--- src/shared/dsw_pkg.sv ---
// constants for the dual serial wiper interface
package dsw_pkg;
  localparam int WIPER_W = 8;
  localparam logic [7:0] MIDSCALE_CODE = 8'h80;
  localparam logic [5:0] ADDR_UPPER = 6'h16;
  localparam int RS_BIT_POS = 6;
  localparam int SD_BIT_POS = 5;
  localparam logic [3:0] BIT_CNT_RESET = 4'h0;
  localparam logic [3:0] BITS_PER_BYTE = 4'h8;
  localparam int SYNC_STAGES = 2;
  localparam logic RW_READ = 1'b1;
endpackage : dsw_pkg

--- src/hw/dsw_sync.sv ---
// two flip-flop synchroniser with edge outputs
`timescale 1ns/1ps
`default_nettype none
module dsw_sync
(
  // clock and reset
  input wire logic ref_clk_i,
  input wire logic rst_n_i,
  // async level in
  input wire logic async_i,
  // synced level and edges
  output logic level_o,
  output logic rise_o,
  output logic fall_o
);
  logic meta;
  logic sync;
  logic prev;
  logic next_meta;
  logic next_sync;
  logic next_prev;

  always_comb
  begin
    next_meta = async_i;
    next_sync = meta;
    next_prev = sync;
  end

  always_ff @(posedge ref_clk_i or negedge rst_n_i)
  begin
    if (!rst_n_i)
    begin
      meta <= 1'b1;
      sync <= 1'b1;
      prev <= 1'b1;
    end
    else
    begin
      meta <= next_meta;
      sync <= next_sync;
      prev <= next_prev;
    end
  end

  assign level_o = sync;
  assign rise_o = sync & ~prev;
  assign fall_o = ~sync & prev;
endmodule : dsw_sync
`default_nettype wire

--- src/hw/dsw_wiper_if.sv ---
// SPI / I2C serial wiper control interface
// Overview of operation
// - SPI words are 8 bits, most significant bit first
// - SPI shifts serial in on each clock rise while select low
// - chip select rising copies shift register into wiper
// - extra SPI bits push out older ones; last eight kept
// - chain out is pull-down only; board supplies pull-up
// - I2C address is 010110 plus address select pin level
// - START (data falls, clock high) makes next byte the address
// - matching address acked on ninth clock, else idle till START
// - read/write high reads device, low writes it
// - write: instruction byte follows; bit 7 and bits 4..0 ignored
// - instruction bit 6 writes midscale into wiper
// - instruction bit 5 forces shutdown, wiper kept and writable
// - data byte acked on ninth clock and loaded into wiper
// - data line changes only while clock low
// - read: wiper driven msb first after address ack
// - STOP (data rises, clock high) returns to idle
// - further write bytes are new wiper values, same instruction
// - repeated reads return current wiper; code returns one byte per read, then releases data line till next START
// - midscale code is 80 hex
// - wiper presets to midscale at power-on
`timescale 1ns/1ps
`default_nettype none
module dsw_wiper_if
(
  // clock and reset
  input wire logic ref_clk_i,
  input wire logic rst_n_i,
  // straps
  input wire logic interface_select_pin_i,
  input wire logic address_select_pin_i,
  // serial pins
  input wire logic serial_clk_i,
  input wire logic serial_in_pin_i,
  input wire logic chip_select_n_i,
  // i2c data drive
  output logic sda_o,
  output logic sda_oe_o,
  // chain serial out, open drain
  output logic chain_serial_out_o,
  output logic chain_serial_out_oe_o,
  // wiper state
  output logic [7:0] wiper_register_o,
  output logic shutdown_o
);
  typedef enum logic [2:0] {DSW_IDLE, DSW_ADDR, DSW_ACK, DSW_INSTR, DSW_DATA,
    DSW_READ, DSW_WAIT} dsw_state_t;

  logic scl;
  logic scl_rise;
  logic scl_fall;
  logic serial_in_pin;
  logic sdi_rise;
  logic sdi_fall;
  logic cs_n;
  logic cs_rise;
  logic mode_sel;
  logic addr_sel;
  logic strap_meta;
  logic next_strap_meta;
  logic [1:0] strap_sync;
  logic [1:0] next_strap_sync;

  // ==========================================
  // pin synchronisers
  dsw_sync u_scl
  (
    .ref_clk_i(ref_clk_i),
    .rst_n_i(rst_n_i),
    .async_i(serial_clk_i),
    .level_o(scl),
    .rise_o(scl_rise),
    .fall_o(scl_fall)
  );
  dsw_sync u_sdi
  (
    .ref_clk_i(ref_clk_i),
    .rst_n_i(rst_n_i),
    .async_i(serial_in_pin_i),
    .level_o(serial_in_pin),
    .rise_o(sdi_rise),
    .fall_o(sdi_fall)
  );
  dsw_sync u_cs
  (
    .ref_clk_i(ref_clk_i),
    .rst_n_i(rst_n_i),
    .async_i(chip_select_n_i),
    .level_o(cs_n),
    .rise_o(cs_rise),
    .fall_o()
  );

  always_comb
  begin
    next_strap_meta = interface_select_pin_i;
    next_strap_sync = {strap_meta, address_select_pin_i};
  end

  always_ff @(posedge ref_clk_i or negedge rst_n_i)
  begin
    if (!rst_n_i)
    begin
      strap_meta <= 1'b0;
      strap_sync <= 2'h0;
    end
    else
    begin
      strap_meta <= next_strap_meta;
      strap_sync <= next_strap_sync;
    end
  end

  // address select second stage
  logic addr_meta;
  always_ff @(posedge ref_clk_i or negedge rst_n_i)
  begin
    if (!rst_n_i)
      addr_meta <= 1'b0;
    else
      addr_meta <= strap_sync[0];
  end
  assign mode_sel = strap_sync[1];
  assign addr_sel = addr_meta;

  // ==========================================
  // serial engine state
  dsw_state_t state;
  dsw_state_t next_state;
  dsw_state_t after_ack;
  dsw_state_t next_after_ack;
  logic [7:0] shift;
  logic [7:0] next_shift;
  logic [3:0] bit_cnt;
  logic [3:0] next_bit_cnt;
  logic [7:0] wiper;
  logic [7:0] next_wiper;
  logic shutdown;
  logic next_shutdown;
  logic sda_drive_low;
  logic next_sda_drive_low;
  logic chain_low;
  logic next_chain_low;
  logic start_det;
  logic stop_det;

  assign start_det = scl & sdi_fall;
  assign stop_det = scl & sdi_rise;

  always_comb
  begin
    next_state = state;
    next_after_ack = after_ack;
    next_shift = shift;
    next_bit_cnt = bit_cnt;
    next_wiper = wiper;
    next_shutdown = shutdown;
    next_sda_drive_low = sda_drive_low;
    next_chain_low = chain_low;
    if (!mode_sel)
    begin
      next_state = DSW_IDLE;
      next_sda_drive_low = 1'b0;
      if (!cs_n && scl_rise)
        next_shift = {shift[6:0], serial_in_pin};
      if (!cs_n && scl_fall)
        next_chain_low = ~shift[7];
      if (cs_rise)
      begin
        next_wiper = shift;
        next_chain_low = 1'b0;
      end
    end
    else if (start_det)
    begin
      next_state = DSW_ADDR;
      next_bit_cnt = dsw_pkg::BIT_CNT_RESET;
      next_sda_drive_low = 1'b0;
    end
    else if (stop_det)
    begin
      next_state = DSW_IDLE;
      next_sda_drive_low = 1'b0;
    end
    else
    begin
      unique case (state)
        DSW_IDLE, DSW_WAIT:
        begin
          next_sda_drive_low = 1'b0;
        end
        DSW_ADDR, DSW_INSTR, DSW_DATA:
        begin
          if (scl_rise)
          begin
            next_shift = {shift[6:0], serial_in_pin};
            next_bit_cnt = 4'(bit_cnt + 4'h1);
          end
          if (scl_fall && bit_cnt == dsw_pkg::BITS_PER_BYTE)
          begin
            next_bit_cnt = dsw_pkg::BIT_CNT_RESET;
            next_state = DSW_ACK;
            next_sda_drive_low = 1'b1;
            if (state == DSW_ADDR)
            begin
              if (shift[7:1] != {dsw_pkg::ADDR_UPPER, addr_sel})
              begin
                next_state = DSW_WAIT;
                next_sda_drive_low = 1'b0;
              end
              else if (shift[0] == dsw_pkg::RW_READ)
                next_after_ack = DSW_READ;
              else
                next_after_ack = DSW_INSTR;
            end
            else if (state == DSW_INSTR)
            begin
              next_shutdown = shift[dsw_pkg::SD_BIT_POS];
              if (shift[dsw_pkg::RS_BIT_POS])
                next_wiper = dsw_pkg::MIDSCALE_CODE;
              next_after_ack = DSW_DATA;
            end
            else
            begin
              next_wiper = shift;
              next_after_ack = DSW_DATA;
            end
          end
        end
        DSW_ACK:
        begin
          if (scl_fall)
          begin
            next_state = after_ack;
            next_sda_drive_low = 1'b0;
            if (after_ack == DSW_READ)
            begin
              next_shift = wiper;
              next_sda_drive_low = ~wiper[7];
              next_bit_cnt = 4'h1;
            end
          end
        end
        DSW_READ:
        begin
          if (scl_fall)
          begin
            if (bit_cnt == dsw_pkg::BITS_PER_BYTE)
            begin
              next_sda_drive_low = 1'b0;
              next_state = DSW_WAIT;
            end
            else
            begin
              next_shift = {shift[6:0], 1'b0};
              next_sda_drive_low = ~shift[6];
              next_bit_cnt = 4'(bit_cnt + 4'h1);
            end
          end
        end
      endcase
    end
  end

  always_ff @(posedge ref_clk_i or negedge rst_n_i)
  begin
    if (!rst_n_i)
    begin
      state <= DSW_IDLE;
      after_ack <= DSW_IDLE;
      shift <= 8'h00;
      bit_cnt <= dsw_pkg::BIT_CNT_RESET;
      wiper <= dsw_pkg::MIDSCALE_CODE;
      shutdown <= 1'b0;
      sda_drive_low <= 1'b0;
      chain_low <= 1'b0;
    end
    else
    begin
      state <= next_state;
      after_ack <= next_after_ack;
      shift <= next_shift;
      bit_cnt <= next_bit_cnt;
      wiper <= next_wiper;
      shutdown <= next_shutdown;
      sda_drive_low <= next_sda_drive_low;
      chain_low <= next_chain_low;
    end
  end

  // ==========================================
  // outputs
  assign sda_o = 1'b0;
  assign sda_oe_o = sda_drive_low;
  assign chain_serial_out_o = 1'b0;
  assign chain_serial_out_oe_o = chain_low;
  assign wiper_register_o = wiper;
  assign shutdown_o = shutdown;
endmodule : dsw_wiper_if
`default_nettype wire

--- config.mk ---
export PLATFORM = sky130hd
export DESIGN_NAME = dsw_wiper_if
export DESIGN_NICKNAME = d
export VERILOG_FILES = /design/src/shared/dsw_pkg.sv /design/src/hw/dsw_sync.sv /design/src/hw/dsw_wiper_if.sv
export SDC_FILE = /design/constraint.sdc
export NUM_CORES = 1
export LEC_CHECK = 0
export BUFFER_PORTS_ARGS = -buffer_cell sky130_fd_sc_hd__buf_2
export CAP_MARGIN = 30
export CORE_MARGIN = 3
export CORE_UTILIZATION = 35
export DETAILED_ROUTE_END_ITERATION = 10
export GPL_ROUTABILITY_DRIVEN = 0
export MAX_ROUTING_LAYER = met4
export SLEW_MARGIN = 30
export SYNTH_ARGS = -nofsm -noshare
export SYNTH_HDL_FRONTEND = slang
export SYNTH_SLANG_ARGS = --single-unit
export TNS_END_PERCENT = 50
--- constraint.sdc ---
create_clock -name ref_clk_i -period 2.42 [get_ports ref_clk_i]
set_input_delay 0.363 -clock ref_clk_i [delete_from_list [all_inputs] [get_ports ref_clk_i]]
set_output_delay 0.363 -clock ref_clk_i [all_outputs]
set_load 0.005 [all_outputs]
# Word level (Yosys, flattened, before mapping)
# Cells that the tools add are included.
# Widths: inputs -> output; s select.
dict set report totals {
  regBits 42
  latch_bits 0
  ramBits 0
  mem_bits_ro 0
  inputBits 7
  out_inout_bits 13
  mem_count 0
}
dict set report op_classes {
  n_addsub 1
  n_mul 0
  div_mod_pow 0
  magnitude_cmp 0
  n_eq_ne 33
  n_shift 0
  mux 54
  bitwise 19
  reduce_logical 19
}
# operator count
set op_table {}
lappend op_table {{$mux 8} 18}
lappend op_table {{$mux 3} 12}
lappend op_table {{$mux 4} 8}
lappend op_table {{$ne 3x3->1 const B} 10}
lappend op_table {{$pmux 8 s3} 1}
lappend op_table {{$ne 5x5->1 const B} 4}
lappend op_table {{$reduce_and 7->1} 2}
lappend op_table {{$eq 3x3->1 const B} 4}
lappend op_table {{$mux 1} 12}
lappend op_table {{$not 1->1} 12}
lappend op_table {{$pmux 4 s3} 1}
lappend op_table {{$ne 2x2->1 const B} 5}
lappend op_table {{$pmux 3 s3} 1}
lappend op_table {{$reduce_and 9->1} 1}
lappend op_table {{$reduce_and 8->1} 1}
lappend op_table {{$and 1x1->1} 7}
lappend op_table {{$ne 7x6->1} 1}
lappend op_table {{$eq 3x2->1 const B} 2}
lappend op_table {{$ne 6x1->1 const B} 1}
lappend op_table {{$reduce_and 6->1} 1}
lappend op_table {{$reduce_bool 2->1} 3}
lappend op_table {{$reduce_and 5->1} 1}
lappend op_table {{$add 4x1->4 const B} 1}
lappend op_table {{$eq 4x4->1 const B} 1}
lappend op_table {{other kinds (13)} 16}

# Depth between registers and ports, before layout
dict set report logic_depth {
  ltp_word 8
  ltp_mapped 9
}

# Modules after synthesis
# Synthesis repeated with hierarchy kept, for this count alone.
dict set report unflattened {
  hier_cells 209
  area_unflattened_um2 2184.6
}
# mod n_inst cells_each area_per_inst_um2 seq_area_each_um2
set by_module_without_submodules {}
lappend by_module_without_submodules {dsw_wiper_if 1 194 1903.1 827.0}
lappend by_module_without_submodules {dsw_sync 3 5 93.8 78.8}

# Least setup slack after synthesis
# No wires, ideal clock.
dict set report synth_timing {
  kind {register -> register}
  startpoint {register state[0]}
  endpoint {register shift[3]}
  setup_ps 128
  arrival_time_ps 1817
  required_ps 2292
  path_slack_ps 475
  stages_incl_launch_ff 7
  n_path_buf 2
  synth_period_minus_slack_ps 1945
  cell_sequence {dfrtp_1 > buf_2 > nor2_1 > and3_1 > clkbuf_2 > mux2_2 > mux2_1}
}
dict set report synth_between {
  elab_chain_cells 6
  elab_cells_between_ends 17
  classes_between {11 x eq/ne; 4 x mux; 2 x reduce/logical}
}
# element line_no
set synth_lines {}
lappend synth_lines {{from (decl)} dsw_wiper_if.sv:129} ;# dsw_state_t state;
lappend synth_lines {{from (signal assigned)} dsw_wiper_if.sv:281} ;# state <= next_state;
lappend synth_lines {{$eq 3x1->1 (tied with other cells)} dsw_wiper_if.sv:188} ;# unique case (state)
lappend synth_lines {{$reduce_or 3->1} dsw_wiper_if.sv:188}
lappend synth_lines {{$pmux 8 s3} dsw_wiper_if.sv:188}
lappend synth_lines {{$mux 8} dsw_wiper_if.sv:181} ;# else if (stop_det)
lappend synth_lines {{$mux 8} dsw_wiper_if.sv:175} ;# else if (start_det)
lappend synth_lines {{$mux 8} dsw_wiper_if.sv:161} ;# if (!mode_sel)
lappend synth_lines {{to (signal assigned)} dsw_wiper_if.sv:283} ;# shift <= next_shift;
lappend synth_lines {{to (decl)} dsw_wiper_if.sv:133} ;# logic [7:0] shift;
# Parallel ways exist; a longest one is shown, timed or not. The select of a mux whose other input is x is not followed.
# A chain may end at the register's enable or synchronous reset.

# Worst setup path after layout
dict set report layout_timing {
  startpoint {register state[0]}
  endpoint {register shift[6]}
}
# Same word-level chain as after synthesis.

==> metrics.cfg <==
[status]
status=finished, final reports clean

[floorplanning]
die_h_um=83.68
die_area_um2=7002
ioPinCount=20
die_w_um=83.68
core_area_um2=5675
floorplan.initialDensity_pct=37.21
rows=27

[timing]
period_minus_slack_ps=2110
relSlewSlack_pct=58.13
finalSetupTns_ps=0
finalSetupViolations=0
holdWs_ps=76.19
fmax_mhz=474.0
drv_slew=0
worst_pin_slew_ps=628.1
rsz0062_at_grt=false
hold_violations=0
fin_skew_ps=8.612
layout_worst_path_cycle_share_pct=87.17
final.setup.worst_slack_ps=310.4

[route]
drc=0
avgViaCountPerCell=5.181
wl_per_cell_um=13.97
vias=1575
wl_um=4247
postRouteAntennaNets=0
dr.first_iter.drc_count=121
drt_pass1_iterations=4

[clock_tree]
clkTransAtPathRegs_ps=90
cts_tree=done
cts_sinks=42
cts_max_path_buffers=2
clockRootBuffer=clkbuf_8
holdBufCountCts=0
cts_buffers=5
post_cts_buffers=0
cts_max_level=2
post_cts_resized=0
clock_latency_ps=300

[finish]
layout-drive-gt1-share_pct=24.57
post-route-cell-area_um2=2402
insertedDiodeCount=0
syn2layout_area_growth_pct=13.74
stdcell_count=304
n_fill_cell=555
fin_util_pct=42.33
fin_nets=240

[synth]
ys_warn_count=0
netlist_area_um2=2112
yosys_most_used_dff=dfrtp_1
ys_seq_elements=42
syn_inst=206
yosys-top-cells-count=dfrtp_1 (32), inv_1 (16), nand3_1 (15), a21oi_1 (12), nand2_1 (12)
synth_top_area_share_pct=37.91
synth-edff-count=0
synth.largest_area_cell=dfrtp_1
synth-async-reset-ratio_pct=100.0
yosysMostFrequentCell=dfrtp_1
yosys-top-cells-area=dfrtp_1 (38%), dfstp_2 (12%), mux2_1 (5.3%)
avgSynthCellArea_um2=10.25
synth.distinct_cells=51
yosysSeqAreaShare_pct=50.36

[placement]
dpl-instance-area_um2=2307
preCtsSetupSlack_ps=314.2
hpwl_um=3179
port_buffers=17
dp.cells=296

[global_routing]
grt_pass1_wl_um=7486
grt_max_degree=29
gr-total-overflow=0
grt_usage_pct=13.62
antenna_found_initial=0
grt_pass1_vias=1530

[critical_path]
arrival_ps=2290
worstSetupStartpointType=flip-flop
cp_max_fo=12
crit_type=flip-flop to flip-flop
required_ps=2600
crit_path_end_kind=flip-flop

[power_and_ir_drop]
ir_worst_vdd_v=0.0003638
total_power_mw=1.785
p_per_area_nw_per_um2=743.0
p_leak_nw=1.077

[run]
cap_violations=0

[hold_path]
worstHoldPathType=input port to async pin

-- registers in the layout, summed over array words and instances (netlist names), 2 cells and up --
name and flops:
state 3, after_ack 3, shift 8, bit_cnt 4
strap_sync 2, wiper_register_o 8
-- cell type report --
| class | instances | area (um^2) | share of cell area, % |
|---|---|---|---|
| sequential | 42 | 1064 | 44.27 |
| multi-input combinational | 140 | 940.9 | 39.17 |
| timing repair buffer | 26 | 152.6 | 6.354 |
| tap | 72 | 90.09 | 3.750 |
| clock buffer | 5 | 68.82 | 2.865 |
| inverter | 16 | 60.06 | 2.500 |
| clock inverter | 3 | 26.28 | 1.094 |
-- layout by cell type (no fill, tap or decap), types with 2 or more instances in the layout --
master / synthesis / routed
clkbuf_8: 0 / 5
o21ai_2: 2 / 2
nor3_1: 6 / 6
o21ai_0: 7 / 7
mux2i_1: 3 / 3
dfstp_2: 10 / 10
inv_6: 0 / 3
mux2_2: 5 / 5
nor3b_1: 2 / 2
nor2_1: 9 / 9
a21oi_1: 12 / 12
o22ai_1: 2 / 2
nor2b_1: 5 / 5
and3_1: 2 / 2
buf_2: 4 / 17
ha_1: 2 / 2
o21ai_1: 10 / 10
a22o_1: 2 / 2
a31oi_1: 2 / 2
mux2_1: 10 / 10
nand3_1: 15 / 15
xnor2_1: 2 / 2
a21o_1: 3 / 3
conb_1: 1 / 2
buf_4: 2 / 9
nand2b_1: 4 / 4
dfrtp_1: 32 / 32
nand2_1: 12 / 12
inv_1: 16 / 16
-- layer usage --
metal	track usage [%]	vias to the layer above	wire length (um)
met5	-	-	0
met4	4.971	0	72
met3	2.665	5	163
met2	20.68	32	1998
met1	18.11	759	2013
li1	-	779	-
-- power breakdown --
group	leakage [nW]	total, mW	switching (mW)	internal (mW)
logic	0.504	0.334	0.160	0.174
clock network	0.0495	0.479	0.265	0.214
registers	0.524	0.972	0.129	0.843
-- cell families (layout without fill, tap and decap cells) --
family | count (synthesis) | count (layout) | synth area share [%]
AOI/OAI and AO/OA | 50 | 50 | 15.46
muxes | 19 | 19 | 10.13
buffers and inverters | 25 | 50 | 5.272
and+or+nand+nor | 64 | 64 | 16.17
DFF | 42 | 42 | 50.36
other | 1 | 2 | 0.1776
adders and majority gates | 2 | 2 | 1.185
xor gates and xnor gates | 3 | 3 | 1.244
-- worst paths after layout --
check / start / to / slack (ps) / depth (start not counted)
max: state[0]$_DFFE_PN0P_ / shift[6]$_DFFE_PN0P_ / 310 / 6
max reg2reg: state[0]$_DFFE_PN0P_ / shift[6]$_DFFE_PN0P_ / 310 / 6
min reg2reg: strap_sync[0]$_DFF_PN0_ / addr_meta$_DFF_PN0_ / 350 / 0
max in group asynchronous: rst_n_i / u_sdi.meta$_DFF_PN1_ / 1710 / 2
min: rst_n_i / after_ack[1]$_DFFE_PN0P_ / 80 / 1
min in group ref_clk_i: serial_clk_i / u_scl.meta$_DFF_PN1_ / 150 / 1
-- critical path: stages (launching register included) --
cell     delay [ps]
dfrtp_1         520
or3b_4          460
and2_4          170
o21ai_2          70
a21oi_1         120
a21oi_4         290
mux2_1          360
(Power assumes the default switching activity.)
